<file path="src/hdl/stm_pkg.sv">
package stm_pkg;

    // Mode register layout, from the top bit down
    localparam int FUSE_PAR_POS = 7;
    localparam int ADDR_SEL_HI = 6;
    localparam int ADDR_SEL_LO = 5;
    localparam int READ_PROT_POS = 4;
    localparam int COLL_AVOID_POS = 3;
    localparam int INT_EN_POS = 2;
    localparam int PWR_MODE_HI = 1;

    // Register addresses on the internal register port
    localparam logic [7:0] DIAG_ADDR = 8'h06;
    localparam logic [7:0] CFG_FIRST_ADDR = 8'h07;
    localparam logic [7:0] CFG_LAST_ADDR = 8'h10;
    localparam logic [7:0] FUSE_ADDR = 8'h11;
    localparam logic [7:0] MODE_ADDR = 8'h11;
    localparam logic [7:0] TEST_ADDR = 8'h13;

    // Mode register reset values per product variant
    localparam logic [7:0] MODE_RST_A0 = 8'h80;
    localparam logic [7:0] MODE_RST_A1 = 8'h20;
    localparam logic [7:0] MODE_RST_A2 = 8'h40;
    localparam logic [7:0] MODE_RST_A3 = 8'hE0;

    // Diagnostic register bit positions
    localparam int DIAG_MODE_PAR_POS = 4;
    localparam int DIAG_CFG_PAR_POS = 5;

    // Test selector encodings
    typedef enum logic [1:0] {
        TMODE_NORMAL = 2'h0,
        TMODE_RAW = 2'h1,
        TMODE_SPIN = 2'h2,
        TMODE_PATTERN = 2'h3
    } stm_test_t;

    // Result source codes for the converter front end
    localparam logic [2:0] SRC_FULL = 3'h0;
    localparam logic [2:0] SRC_SHORT = 3'h1;
    localparam logic [2:0] SRC_HALL = 3'h2;
    localparam logic [2:0] SRC_VDD = 3'h3;
    localparam logic [2:0] SRC_SPIN = 3'h4;
    localparam logic [2:0] SRC_PATTERN = 3'h5;

endpackage : stm_pkg
</file>
<file path="src/hdl/stm_mode_regs.sv">
`timescale 1ns/10ps
// Function
// Test select 11 reports fixed patterns
// Test select 10 runs per-axis spin test
// 00 normal results, 01 raw voltages
// Mode register accesses carry parity flag
// Mode parity flag readable at 06h
// Fuse parity odd over 11h, 13h[7:5]
// Fuse parity failure latches until reset
// Mode reset value depends on variant
// Mode register field layout fixed
// Short range doubles field integration only
// Config parity odd over 07h-10h, gates wake
module stm_mode_regs
    import stm_pkg::*;
#(
    parameter int VARIANT = 0
) (
    // Clock and reset
    input wire logic core_clk,
    input wire logic rst_n,
    // Register port from the bus engine
    input wire logic regWr,
    input wire logic [7:0] regAddr,
    input wire logic [7:0] regWdata,
    output logic [7:0] regRdata,
    // Config and test fields held elsewhere
    input wire logic [1:0] testSelect,
    input wire logic [1:0] testPhaseSelect,
    input wire logic shortRangeSel,
    input wire logic [71:0] cfgBits,
    input wire logic [2:0] testRegHigh,
    // Mode fields out
    output logic [1:0] busAddrSelect,
    output logic readProtocolSel,
    output logic collisionAvoidBit,
    output logic intEnable,
    output logic [1:0] powerMode,
    // Status out
    output logic modeParityFlag,
    output logic configParityFlag,
    output logic fuseError,
    output logic wakeEnable,
    // Channel source selection and pattern data out
    output logic [2:0] srcX,
    output logic [2:0] srcY,
    output logic [2:0] srcZ,
    output logic [2:0] srcT,
    output logic [1:0] spinAxis,
    output logic [1:0] integLong,
    output logic [11:0] patX,
    output logic [11:0] patY,
    output logic [11:0] patZ,
    output logic [11:0] patT
);

    // Only four product variants exist
    if (VARIANT < 0 || VARIANT > 3) begin : g_bad_variant
        $error("VARIANT must be 0 to 3");
    end

    // Reset value chosen by product variant
    // variant reset value
    localparam logic [7:0] MODE_RST = (VARIANT == 1) ? MODE_RST_A1 :
                                      (VARIANT == 2) ? MODE_RST_A2 :
                                      (VARIANT == 3) ? MODE_RST_A3 : MODE_RST_A0;

    logic [7:0] modeQ, modeD; // Mode register
    logic fuseErrQ; // Sticky fuse error
    logic modeParQ; // Mode parity flag
    logic cfgParQ; // Config parity flag
    logic [11:0] patXd, patYd, patZd, patTd; // Pattern lookup
    stm_test_t testMode;

    // Decodes
    wire modeWr = regWr && (regAddr == MODE_ADDR);
    wire cfgWr = regWr && (regAddr >= CFG_FIRST_ADDR) && (regAddr <= CFG_LAST_ADDR);
    // odd parity over fuse fields
    wire fuseOdd = ^{modeD, testRegHigh};
    // odd parity over config, test bits excluded by caller
    wire cfgOdd = ^cfgBits;
    assign testMode = stm_test_t'(testSelect);

    // Next mode value
    assign modeD = modeWr ? regWdata : modeQ;

    // Mode register, loaded on any mode write; parity flag only records it
    // parity flag on mode access
    always_ff @(posedge core_clk or negedge rst_n) begin
        if (!rst_n) begin
            modeQ <= MODE_RST;
            modeParQ <= 1'b0;
        end else begin
            modeQ <= modeD;
            if (modeWr) begin
                modeParQ <= fuseOdd;
            end
        end
    end

    // Sticky fuse error: only reset leaves it
    // error latches
    always_ff @(posedge core_clk or negedge rst_n) begin
        if (!rst_n) begin
            fuseErrQ <= 1'b0;
        end else if (modeWr && !fuseOdd) begin
            fuseErrQ <= 1'b1;
        end
    end

    // Config parity checked on each config write; false after reset
    always_ff @(posedge core_clk or negedge rst_n) begin
        if (!rst_n) begin
            cfgParQ <= 1'b0;
        end else if (cfgWr) begin
            cfgParQ <= cfgOdd;
        end
    end

    // field layout
    assign busAddrSelect = modeQ[ADDR_SEL_HI:ADDR_SEL_LO];
    assign readProtocolSel = modeQ[READ_PROT_POS];
    assign collisionAvoidBit = modeQ[COLL_AVOID_POS];
    assign intEnable = modeQ[INT_EN_POS];
    assign powerMode = modeQ[PWR_MODE_HI:0];
    assign fuseError = fuseErrQ;
    assign configParityFlag = cfgParQ;
    // wrong parity disables wake
    assign wakeEnable = cfgParQ;
    // flag shown in diagnostics
    assign modeParityFlag = modeParQ;

    // Read mux, unmapped reads zero
    always_comb begin
        regRdata = 8'h00;
        if (regAddr == MODE_ADDR) begin
            regRdata = modeQ;
        end else if (regAddr == DIAG_ADDR) begin
            regRdata[DIAG_MODE_PAR_POS] = modeParQ;
            regRdata[DIAG_CFG_PAR_POS] = cfgParQ;
        end
    end

    // Channel sources per test mode
    always_comb begin
        srcX = SRC_FULL;
        srcY = SRC_FULL;
        srcZ = SRC_FULL;
        srcT = SRC_FULL;
        unique case (testMode)
            // normal and raw
            TMODE_NORMAL: begin
                srcX = shortRangeSel ? SRC_SHORT : SRC_FULL;
                srcY = shortRangeSel ? SRC_SHORT : SRC_FULL;
                srcZ = shortRangeSel ? SRC_SHORT : SRC_FULL;
            end
            TMODE_RAW: begin
                srcX = SRC_HALL;
                srcY = SRC_HALL;
                srcZ = SRC_HALL;
                srcT = SRC_VDD;
            end
            // spin test, channel n has spin n off
            TMODE_SPIN: begin
                srcX = SRC_SPIN;
                srcY = SRC_SPIN;
                srcZ = SRC_SPIN;
                srcT = SRC_SPIN;
            end
            // fixed patterns
            TMODE_PATTERN: begin
                srcX = SRC_PATTERN;
                srcY = SRC_PATTERN;
                srcZ = SRC_PATTERN;
                srcT = SRC_PATTERN;
            end
        endcase
    end
    assign spinAxis = testPhaseSelect;
    // long integration for field only, in normal mode
    assign integLong = {1'b0, (testMode == TMODE_NORMAL) && shortRangeSel};

    // pattern lookup
    stm_pattern_rom uRom (
        .phase(testPhaseSelect),
        .shortRange(shortRangeSel),
        .patX(patXd),
        .patY(patYd),
        .patZ(patZd),
        .patT(patTd)
    );

    // Registered pattern data
    always_ff @(posedge core_clk or negedge rst_n) begin
        if (!rst_n) begin
            patX <= 12'h000;
            patY <= 12'h000;
            patZ <= 12'h000;
            patT <= 12'h000;
        end else begin
            patX <= patXd;
            patY <= patYd;
            patZ <= patZd;
            patT <= patTd;
        end
    end

    // Assertions
    a_fuse_err_sticky: assert property (@(posedge core_clk) disable iff (!rst_n)
        fuseErrQ |=> fuseErrQ) else $error("fuse error dropped");
    a_fuse_err_set: assert property (@(posedge core_clk) disable iff (!rst_n)
        (modeWr && !fuseOdd) |=> fuseErrQ) else $error("fuse error not set");
    a_mode_write: assert property (@(posedge core_clk) disable iff (!rst_n)
        modeWr |=> modeQ == $past(regWdata)) else $error("mode not written");
    a_par_flag: assert property (@(posedge core_clk) disable iff (!rst_n)
        modeWr |=> modeParityFlag == $past(fuseOdd)) else $error("parity flag wrong");
    a_diag_flag: assert property (@(posedge core_clk) disable iff (!rst_n)
        regAddr == DIAG_ADDR |-> regRdata[DIAG_MODE_PAR_POS] == modeParQ) else $error("diag flag");
    a_pat_temp: assert property (@(posedge core_clk) disable iff (!rst_n)
        testPhaseSelect == 2'h0 |=> patT == 12'h200) else $error("temp pattern");
    a_pat_source: assert property (@(posedge core_clk) disable iff (!rst_n)
        testMode == TMODE_PATTERN |-> srcT == SRC_PATTERN) else $error("pattern source");
    a_spin_source: assert property (@(posedge core_clk) disable iff (!rst_n)
        testMode == TMODE_SPIN |-> srcX == SRC_SPIN && spinAxis == testPhaseSelect) else $error("spin");
    a_short_range: assert property (@(posedge core_clk) disable iff (!rst_n)
        testMode == TMODE_NORMAL |-> srcT == SRC_FULL && integLong[0] == shortRangeSel) else $error("range");
    a_wake_gate: assert property (@(posedge core_clk) disable iff (!rst_n)
        (cfgWr && !cfgOdd) |=> !wakeEnable) else $error("wake not gated");

endmodule : stm_mode_regs

</file>
<file path="src/hdl/stm_pattern_rom.sv">
`timescale 1ns/10ps
// Fixed test patterns, indexed by phase and short-range bit
module stm_pattern_rom
    import stm_pkg::*;
(
    // Selection
    input wire logic [1:0] phase,
    input wire logic shortRange,
    // Patterns, three field channels and temperature
    output logic [11:0] patX,
    output logic [11:0] patY,
    output logic [11:0] patZ,
    output logic [11:0] patT
);

    // Combinational lookup; the parent registers the results
    always_comb begin
        patX = 12'h000;
        patY = 12'h000;
        patZ = 12'h000;
        unique case ({shortRange, phase})
            3'h0: begin
                patX = 12'h7F9;
                patY = 12'h806;
                patZ = 12'h7FF;
            end
            3'h1: begin
                patX = 12'h806;
                patY = 12'h7F9;
                patZ = 12'h800;
            end
            3'h2: begin
                patX = 12'h7FF;
                patY = 12'h800;
                patZ = 12'h7F9;
            end
            3'h3: begin
                patX = 12'h800;
                patY = 12'h7FF;
                patZ = 12'h806;
            end
            3'h4, 3'h6: begin
                patX = 12'h7FF;
                patY = 12'h800;
                patZ = 12'h7FF;
            end
            3'h5, 3'h7: begin
                patX = 12'h800;
                patY = 12'h7FF;
                patZ = 12'h800;
            end
        endcase
    end

    // Temperature pattern ignores the short-range bit
    always_comb begin
        unique case (phase)
            2'h0: patT = 12'h200;
            2'h1: patT = 12'h1FF;
            2'h2: patT = 12'h201;
            2'h3: patT = 12'h1FE;
        endcase
    end

endmodule : stm_pattern_rom

</file>
<file path="config.mk">
export PLATFORM = sky130hd
export DESIGN_NAME = stm_mode_regs
export DESIGN_NICKNAME = d
export VERILOG_FILES = /design/src/hdl/stm_pkg.sv /design/src/hdl/stm_mode_regs.sv /design/src/hdl/stm_pattern_rom.sv
export SDC_FILE = /design/constraint.sdc
export NUM_CORES = 1
export LEC_CHECK = 0
export BUFFER_PORTS_ARGS = -buffer_cell sky130_fd_sc_hd__buf_4
export CAP_MARGIN = 20
export CORE_MARGIN = 1.5
export CORE_UTILIZATION = 48
export CTS_CLUSTER_SIZE = 10
export DETAILED_ROUTE_END_ITERATION = 6
export HOLD_SLACK_MARGIN = 0.08
export PLACE_DENSITY_LB_ADDON = 0.12
export SETUP_SLACK_MARGIN = 0.4
export SLEW_MARGIN = 20
export SYNTH_ARGS = -nofsm -noshare
export SYNTH_HDL_FRONTEND = slang
export SYNTH_HIERARCHICAL = 1
export SYNTH_SLANG_ARGS = --single-unit
export TNS_END_PERCENT = 50
</file>
<file path="constraint.sdc">
create_clock -name core_clk -period 2 [get_ports core_clk]
set_input_delay 0 -clock core_clk [delete_from_list [all_inputs] [get_ports core_clk]]
set_output_delay 0 -clock core_clk [all_outputs]
set_load 0.03 [all_outputs]
</file>
Yosys cells after proc, flatten, opt, wreduce, memory -nomap -nowiden
Memories as Yosys holds them, arrays and structs flattened. A register that Yosys moved wholly into a read port is not among the register bits.
Index checks and enable logic that the tools add are counted.

word-level totals
  flip-flop bits (word level) = 23
  ROM bits = 288
  input bits = 99
  output and inout bits = 83
  word-level logic and storage cells = 36
  memories = 1

cells by class
  $lt $le $gt $ge = 2
  equality and inequality tests = 8
  multiplexer cells = 9
  reduce and logical (&&, ||, !) cells = 11

memory list
  memory           depth  width  rd ports  clocked after Yosys merged registers in  write ports  RTL line               text
  (no name shown)  8      36     1         1                                        0            stm_pattern_rom.sv:21  unique case ({shortRange, phase})

operator list
  kind                  number
  $reduce_xor A72 Y1    1
  $pmux W12 S4          1
  $pmux W3 S4           1
  $reduce_xor A11 Y1    1
  $pmux W3 S3           1
  $eq A2 B2 Y1 const B  4
  $eq A8 B3 Y1 const B  1
  $eq A8 B5 Y1 const B  1
  $ge A8 B3 Y1 const B  1
  $le A8 B5 Y1 const B  1
  $mux W8               1
  $mux W2               3
  $logic_and A1 B1 Y1   5
  $eq A2 B1 Y1 const B  2
  $logic_not A2 Y1      2
  $mux W4               1
  $logic_not A1 Y1      2
  $mux W1               1

Longest topological paths before layout
Gate-level depths: netlist (run 1).

  depth in word-level cells = 6
  gate-level depth with buffers = 7
  mapped depth without buffers = 7

Modules after synthesis
The synthesis (run 1) kept the hierarchy.

modules (own cells, without submodules)
  module           times used  cells an instance  area each (sq um)
  stm_mode_regs    1           193                2590.0
  stm_pattern_rom  1           55                 409.1

Least setup slack after synthesis (run 1)
No wires, ideal clock.

  path kind = input to output
  from = input testSelect[0]
  to = output srcY[0]
  arrival time = 1.353 ns
  path slack = 0.647 ns
  stages on the path = 3
  path through = nor3b_1 a21o_1 buf_4

on the way
  word-level cells in the longest chain between the ends = 2

RTL lines
  what                                        RTL line             text
  from (decl)                                 stm_mode_regs.sv:28  input wire logic [1:0] testSelect,
  $eq A2 B2 Y1, or another cell as far along  n/a
  $pmux W3 S4 *                               n/a
  to (decl)                                   stm_mode_regs.sv:46  output logic [2:0] srcY,

Mark *: on every way between the ends. The rest lies on a longest branch, timed or not.

==> flow_summary.toml, run 1 <==
[outcome]
status = "finished clean"

[grt]
grt_pass1_vias = 2098
grt_max_degree = 60
grt_pass1_wl_mm = 9.34
antenna_found_initial = 0
track_usage_pct = 19.1
grt_overflow = 0

[clock_tree]
clock-root-buffer = "clkbuf_8"
cts_buffers = 9
clockBufferDepth = 2
htree_levels = 3
cts_post_setup_buffers_inserted = 0
ctsResizeCount = 0
clk_pin_slew_ns = 0.06
clk-insertion-delay-late_ns = 0.31
cts_tree = "built"
cts_sinks = 59

[route]
avgViaCountPerCell = 4.39
vias = 2084
post-route-drc-count = 0
first_pass_iters = 4
detail_route.wl_per_cell_um = 13.3
antenna_left = 0
routed_wl_mm = 6.34
drtIter0Drc = 20

[synthesis]
ys_warn_count = 6
synth-edff-count = 0
ys_dominant_reg_cell = "dfrtp_1"
syn_area_per_cell_um2 = 12.1
async_reset_ff_share_pct = 100
synth_top_area_cell = "dfrtp_1"
synth.distinct_cells = 31
syn_inst = 248
ys_ff_latch = 59
synthTopCellsByArea = "dfrtp_1 48%, xnor2_1 20%, buf_4 14%"
seq_area_frac_synth_pct = 49.3
syn_area_mm2 = 0.00300
synth.top_cell.area_share_pct = 48.4

[critical_path]
arrival_ns = 1.62
crit_type = "in -> reg"
start_kind = "input pin"
cp_max_fo = 16
cp-end-kind = "register"
worstPathRequired_ns = 2.20

[sta]
drv_slew = 0
skew_ns = 0
slew_headroom_pct = 53.0
fin_tns_setup_ns = 0
finalCritPeriodShare_pct = 71.2
fmax_mhz = 703
tightest_slew_ns = 0.706
setup_violations = 0
period_needed_ns = 1.42
rsz0062_at_grt = "false"
hold_viol = 0

[power_and_ir_drop]
ir_drop_mv = 0.756
p_leak_nw = 2.14
power_density_mw_per_mm2 = 806

[floorplanning]
core.rowCount = 28
pin_count = 182
die_area_mm2 = 0.00673
die_w_um = 82.0
initial_core_util_pct = 50.1
die_height_um = 82.0
coreArea_mm2 = 0.00599

[flow_run]
cap_viol_max_count = 0

[layout]
final_net_count = 499
n_fill_cell = 466
diodes = 0
area_growth_syn_to_layout_pct = 44.8
final_layout_size_suffix_gt1_share_pct = 52.3
final_cells = 475

[placement]
dp_cells = 446
place_congestion = 0.693
dp_hpwl_mm = 4.89
numPortBuffers = 180

[min_path]
min_path_type = "in -> reg"
synth_stat cells, drive strengths merged (2+ instances only):
cell,n
nor2,4
buf,57
mux2,9
a21oi,2
nor2b,2
ha,4
xnor2,70
clkbuf,3
xor2,9
dfrtp,58
nand4,2
a21o,2
inv,3
and2,6
a22o,2
conb,2
routing by layer:
metal  vias up  routed length, µm  global-route usage, %
met1       952               2140                   17.9
li1       1013                  -                      -
met2       111               3410                   36.1
met4         0                120                   8.31
met5         -                  0                      0
met3         8                671                   7.56
registers in the layout, summed over array words and instances (netlist names):
signal,cells
configParityFlag,1
patT,12
fuseError,1
patZ,12
modeParityFlag,1
modeQ,8
patY,12
patX,12
path summary, 6_finish.rpt:
kind                               startpoint             end  slack, ns  depth (start not counted)
max                        testPhaseSelect[0]         patX[1]       0.58                          6
min                                regAddr[0]       fuseError       0.20                          4
max reg2reg                    modeParityFlag  modeParityFlag       1.20                          1
min reg2reg                         fuseError       fuseError       0.49                          1
max in group asynchronous               rst_n        patT[11]       1.24                          2
min in group asynchronous               rst_n        modeQ[3]       0.29                          2
per-stage QoR:
stage / util (%) / instance area, µm² / setup slack (ns) / hold WS [ns] / power (mW)
6_report: 72.5 / 4340 / 0.577 / 0.198 / 3.50
4_1_cts: 72.5 / 4340 / 0.596 / 0.185 / 3.54
5_1_grt: 72.5 / 4340 / 0.491 / 0.207 / 3.68
3_5_place_dp: 67.2 / 4020 / 0.458 / 0.0953 / 2.57
2_1_floorplan: - / 3000 / 0.647 / -0.296 / 2.23
3_3_place_gp: 67.2 / 4020 / 0.473 / 0.0901 / 2.55
area by class of cell:
class	count	area [µm²]	area share (%)
flip-flops and latches	59	1480	34.0
repair buffers	196	1510	34.7
clock inverters	2	10.0	0.230
well taps	75	93.8	2.16
multi-input cells	127	1070	24.7
clock buffers	13	169	3.89
inverters	3	11.3	0.259
timing repair:
| action | CTS | global route |
|---|---|---|
| endpoints found under the hold margin | 86 | 0 |
| hold buffers | 14 | 0 |
| endpoints found under the setup margin | 0 | 0 |
critical path, cell delays in order:
cell,delay [ns]
dlygate4sd3_1,0.54
buf_4,0.20
inv_1,0.24
ha_1,0.30
nor2b_2,0.17
a21o_1,0.16
cells by family (layout without fill, tap and decap cells):
| group | Yosys count | count (layout) | share of synthesized area [%] |
|---|---|---|---|
| other | 2 | 3 | 0.250 |
| multiplexers | 9 | 9 | 3.38 |
| AO/OA/AOI/OAI | 10 | 10 | 2.25 |
| AND/OR/NAND/NOR | 21 | 21 | 4.09 |
| buffers and inverters | 63 | 214 | 15.0 |
| adder cells (fa/ha/maj) | 4 | 4 | 1.67 |
| XOR/XNOR | 80 | 80 | 24.1 |
| flip-flops | 59 | 59 | 49.3 |
layout by cell type, fill, tap and decap left out, drive strengths merged:
cell | netlist | routed
mux2 | 9 | 9
o22ai | 1 | 1
a22o | 2 | 2
conb | 2 | 3
dfstp | 1 | 1
nor3 | 1 | 1
nand3 | 1 | 1
dlygate4sd3 | 0 | 14
nor2b | 2 | 2
dfrtp | 58 | 58
xnor3 | 1 | 1
and2 | 6 | 6
and3 | 1 | 1
a21oi | 2 | 2
xor2 | 9 | 9
buf | 57 | 182
nor3b | 1 | 1
or2 | 1 | 1
clkbuf | 3 | 13
nor4b | 1 | 1
clkinv | 0 | 2
nand2 | 1 | 1
o21ai | 1 | 1
inv | 3 | 3
nand4 | 2 | 2
a21o | 2 | 2
xnor2 | 70 | 70
ha | 4 | 4
a31oi | 1 | 1
nor2 | 4 | 4
o21bai | 1 | 1
where the power goes:
| group | internal [mW] | switching, mW |
|---|---|---|
| logic | 0.649 | 0.603 |
| registers | 1.28 | 0.0357 |
| clock network | 0.540 | 0.394 |
Power figures use the tool's default switching activity.
==> inputs of run 2 (changes only) <==
Settings changed: CORE_UTILIZATION 48 to 40.
Clock period 2 ns to 1.29 ns, I/O delays scaled along.
==> run 2 against run 1 <==
  * Count of clock-buffer cells in the layout down 1
  * Total power up 78%
  * Register-to-register slack worse by 0.91 ns
  * Hold slack worse by 0.18 ns
  * Largest power group is now clock
  * Highest routed layer unchanged
==> flow_summary.toml, run 2 (synthesis gave the netlist of run 1 again) <==
[clock_tree]
htree_levels = 3
cts_tree = "built"
clk_pin_slew_ns = 0.06
cts_sinks = 59
clockBufferDepth = 2
clock-root-buffer = "clkbuf_8"
cts_buffers = 9
cts_hold_buf = 14
clk-insertion-delay-late_ns = 0.32

[floorplanning]
die_w_um = 89.6
coreArea_mm2 = 0.00725
pin_count = 182
core.rowCount = 31
initial_core_util_pct = 41.3
die_area_mm2 = 0.00803
die_height_um = 89.6

[route]
avgViaCountPerCell = 4.24
routed_wl_mm = 6.78
post-route-drc-count = 0
antenna_left = 0
vias = 2160
drtIter0Drc = 28
detail_route.wl_per_cell_um = 13.3
first_pass_iters = 3

[power_and_ir_drop]
clock_power_share_pct = 34.1
p_leak_nw = 2.31
seqPwrFrac_pct = 32.6
power_density_mw_per_mm2 = 1310
ir_drop_mv = 1.10
pwr-share-comb_pct = 33.3
p_switching_mw = 1.70
swShare_pct = 27.3
intPower_mw = 4.53

[sta]
period_needed_ns = 1.19
hold_viol = 0
setup_violations = 0
finalCritPeriodShare_pct = 92.3
rsz0062_at_grt = "true"
fmax_mhz = 840
fin_tns_setup_ns = 0
skew_ns = 0
drv_slew = 0
whs_ns = 0.0206

[outcome]
status = "finished clean"

[critical_path]
worstPathRequired_ns = 1.50
arrival_ns = 1.40
crit_type = "in -> reg"
cp-end-kind = "register"
cp_max_fo = 1
start_kind = "input pin"

[layout]
mostFrequentLayoutCell = "buf_4"
n_fill_cell = 581
final_net_count = 508
diodes = 0
final_cell_mix = "163 x buf_4, 65 x xnor2_1, 58 x dfrtp_1"
final_layout_size_suffix_gt1_share_pct = 58.3
area_growth_syn_to_layout_pct = 58.5

[placement]
numPortBuffers = 180
dp_hpwl_mm = 4.84
place_congestion = 0.771

[grt]
grt_overflow = 0
grt_max_degree = 41
track_usage_pct = 16.4
antenna_found_initial = 0
grt_pass1_vias = 2120
grt_pass1_wl_mm = 9.83

[flow_run]
cap_viol_max_count = 0

[min_path]
min_path_type = "in -> reg"
==> run 2: changes by cell type in the layout (fill, tap and decap cells not counted), moves of 2 or more <==
cell / previous run / this run
and2_1: 6 / 0
and2_4: 0 / 6
buf_4: 182 / 163
buf_6: 0 / 27
bufinv_16: 0 / 3
mux2_2: 9 / 7
mux2_4: 0 / 2
xnor2_1: 69 / 65
xnor2_2: 1 / 5
==> run 2: power groups by stage <==
stage | registers, mW | logic [mW] | clock network [mW]
floorplan | 2.31 | 1.16 | 0
global placement | 2.07 | 1.92 | 0
detailed placement | 2.07 | 1.94 | 0
CTS | 2.03 | 2.07 | 2.18
global route | 2.04 | 2.24 | 2.26
finish | 2.03 | 2.07 | 2.13
==> run 2: area by class of cell <==
type | count | area (µm²) | area share (%)
timing repair buffer | 205 | 1690 | 35.6
clock inverter | 4 | 95.1 | 2.00
inverter | 3 | 15.0 | 0.316
clock buffer | 12 | 165 | 3.47
multi-input combinational | 127 | 1190 | 25.0
sequential | 59 | 1480 | 31.1
tap | 99 | 124 | 2.61
==> run 2: routing by layer <==
layer,vias up,GRT usage (%),share of wire (%)
met5,-,0,0
met4,0,6.29,1.3
met3,9,5.94,8.4
met2,99,29.5,56
met1,1016,17.5,35
li1,1036,-,-
==> run 2: path summary, 6_finish.rpt <==
kind,from,endpoint,slack (ns),depth (start not counted)
worst min-delay path,testPhaseSelect[1],patT[9],0.02,3
worst min register to register,fuseError,fuseError,0.53,1
worst max register to register,modeQ[6],modeQ[6],0.29,3
min in group asynchronous,rst_n,patX[6],0.08,2
worst max-delay path,cfgBits[59],configParityFlag,0.1,8
max in group asynchronous,rst_n,patY[6],0.72,3
==> run 2: through the flow <==
step	instances	area (µm²)	setup WS (ns)	util, %	power (mW)
final	509	4750	0.0999	65.6	6.23
after global routing	509	4750	0.00381	65.6	6.54
after CTS	506	4660	0.108	64.3	6.28
after detailed placement	471	4140	-0.280	57.0	4.01
after global placement	471	4140	-0.254	57.0	3.99
after floorplan	249	3070	-0.0209	-	3.47
==> run 2: repair_timing <==
item | 4_1_cts | 5_1_grt
gates cloned | 0 | 0
hold endpoints to repair | 87 | 2
setup buffers | 5 | 3
pin swaps | 3 | 6
resized for setup | 23 | 18
setup endpoints to repair | 24 | 49
==> run 2: worst max-delay path, cell delays in order <==
cell and delay (ns):
buf_4 0.12, xnor2_2 0.13, xnor2_1 0.20, xnor2_1 0.17, xnor2_1 0.15, xnor3_1 0.42, xnor2_1 0.14, o21ai_1 0.07
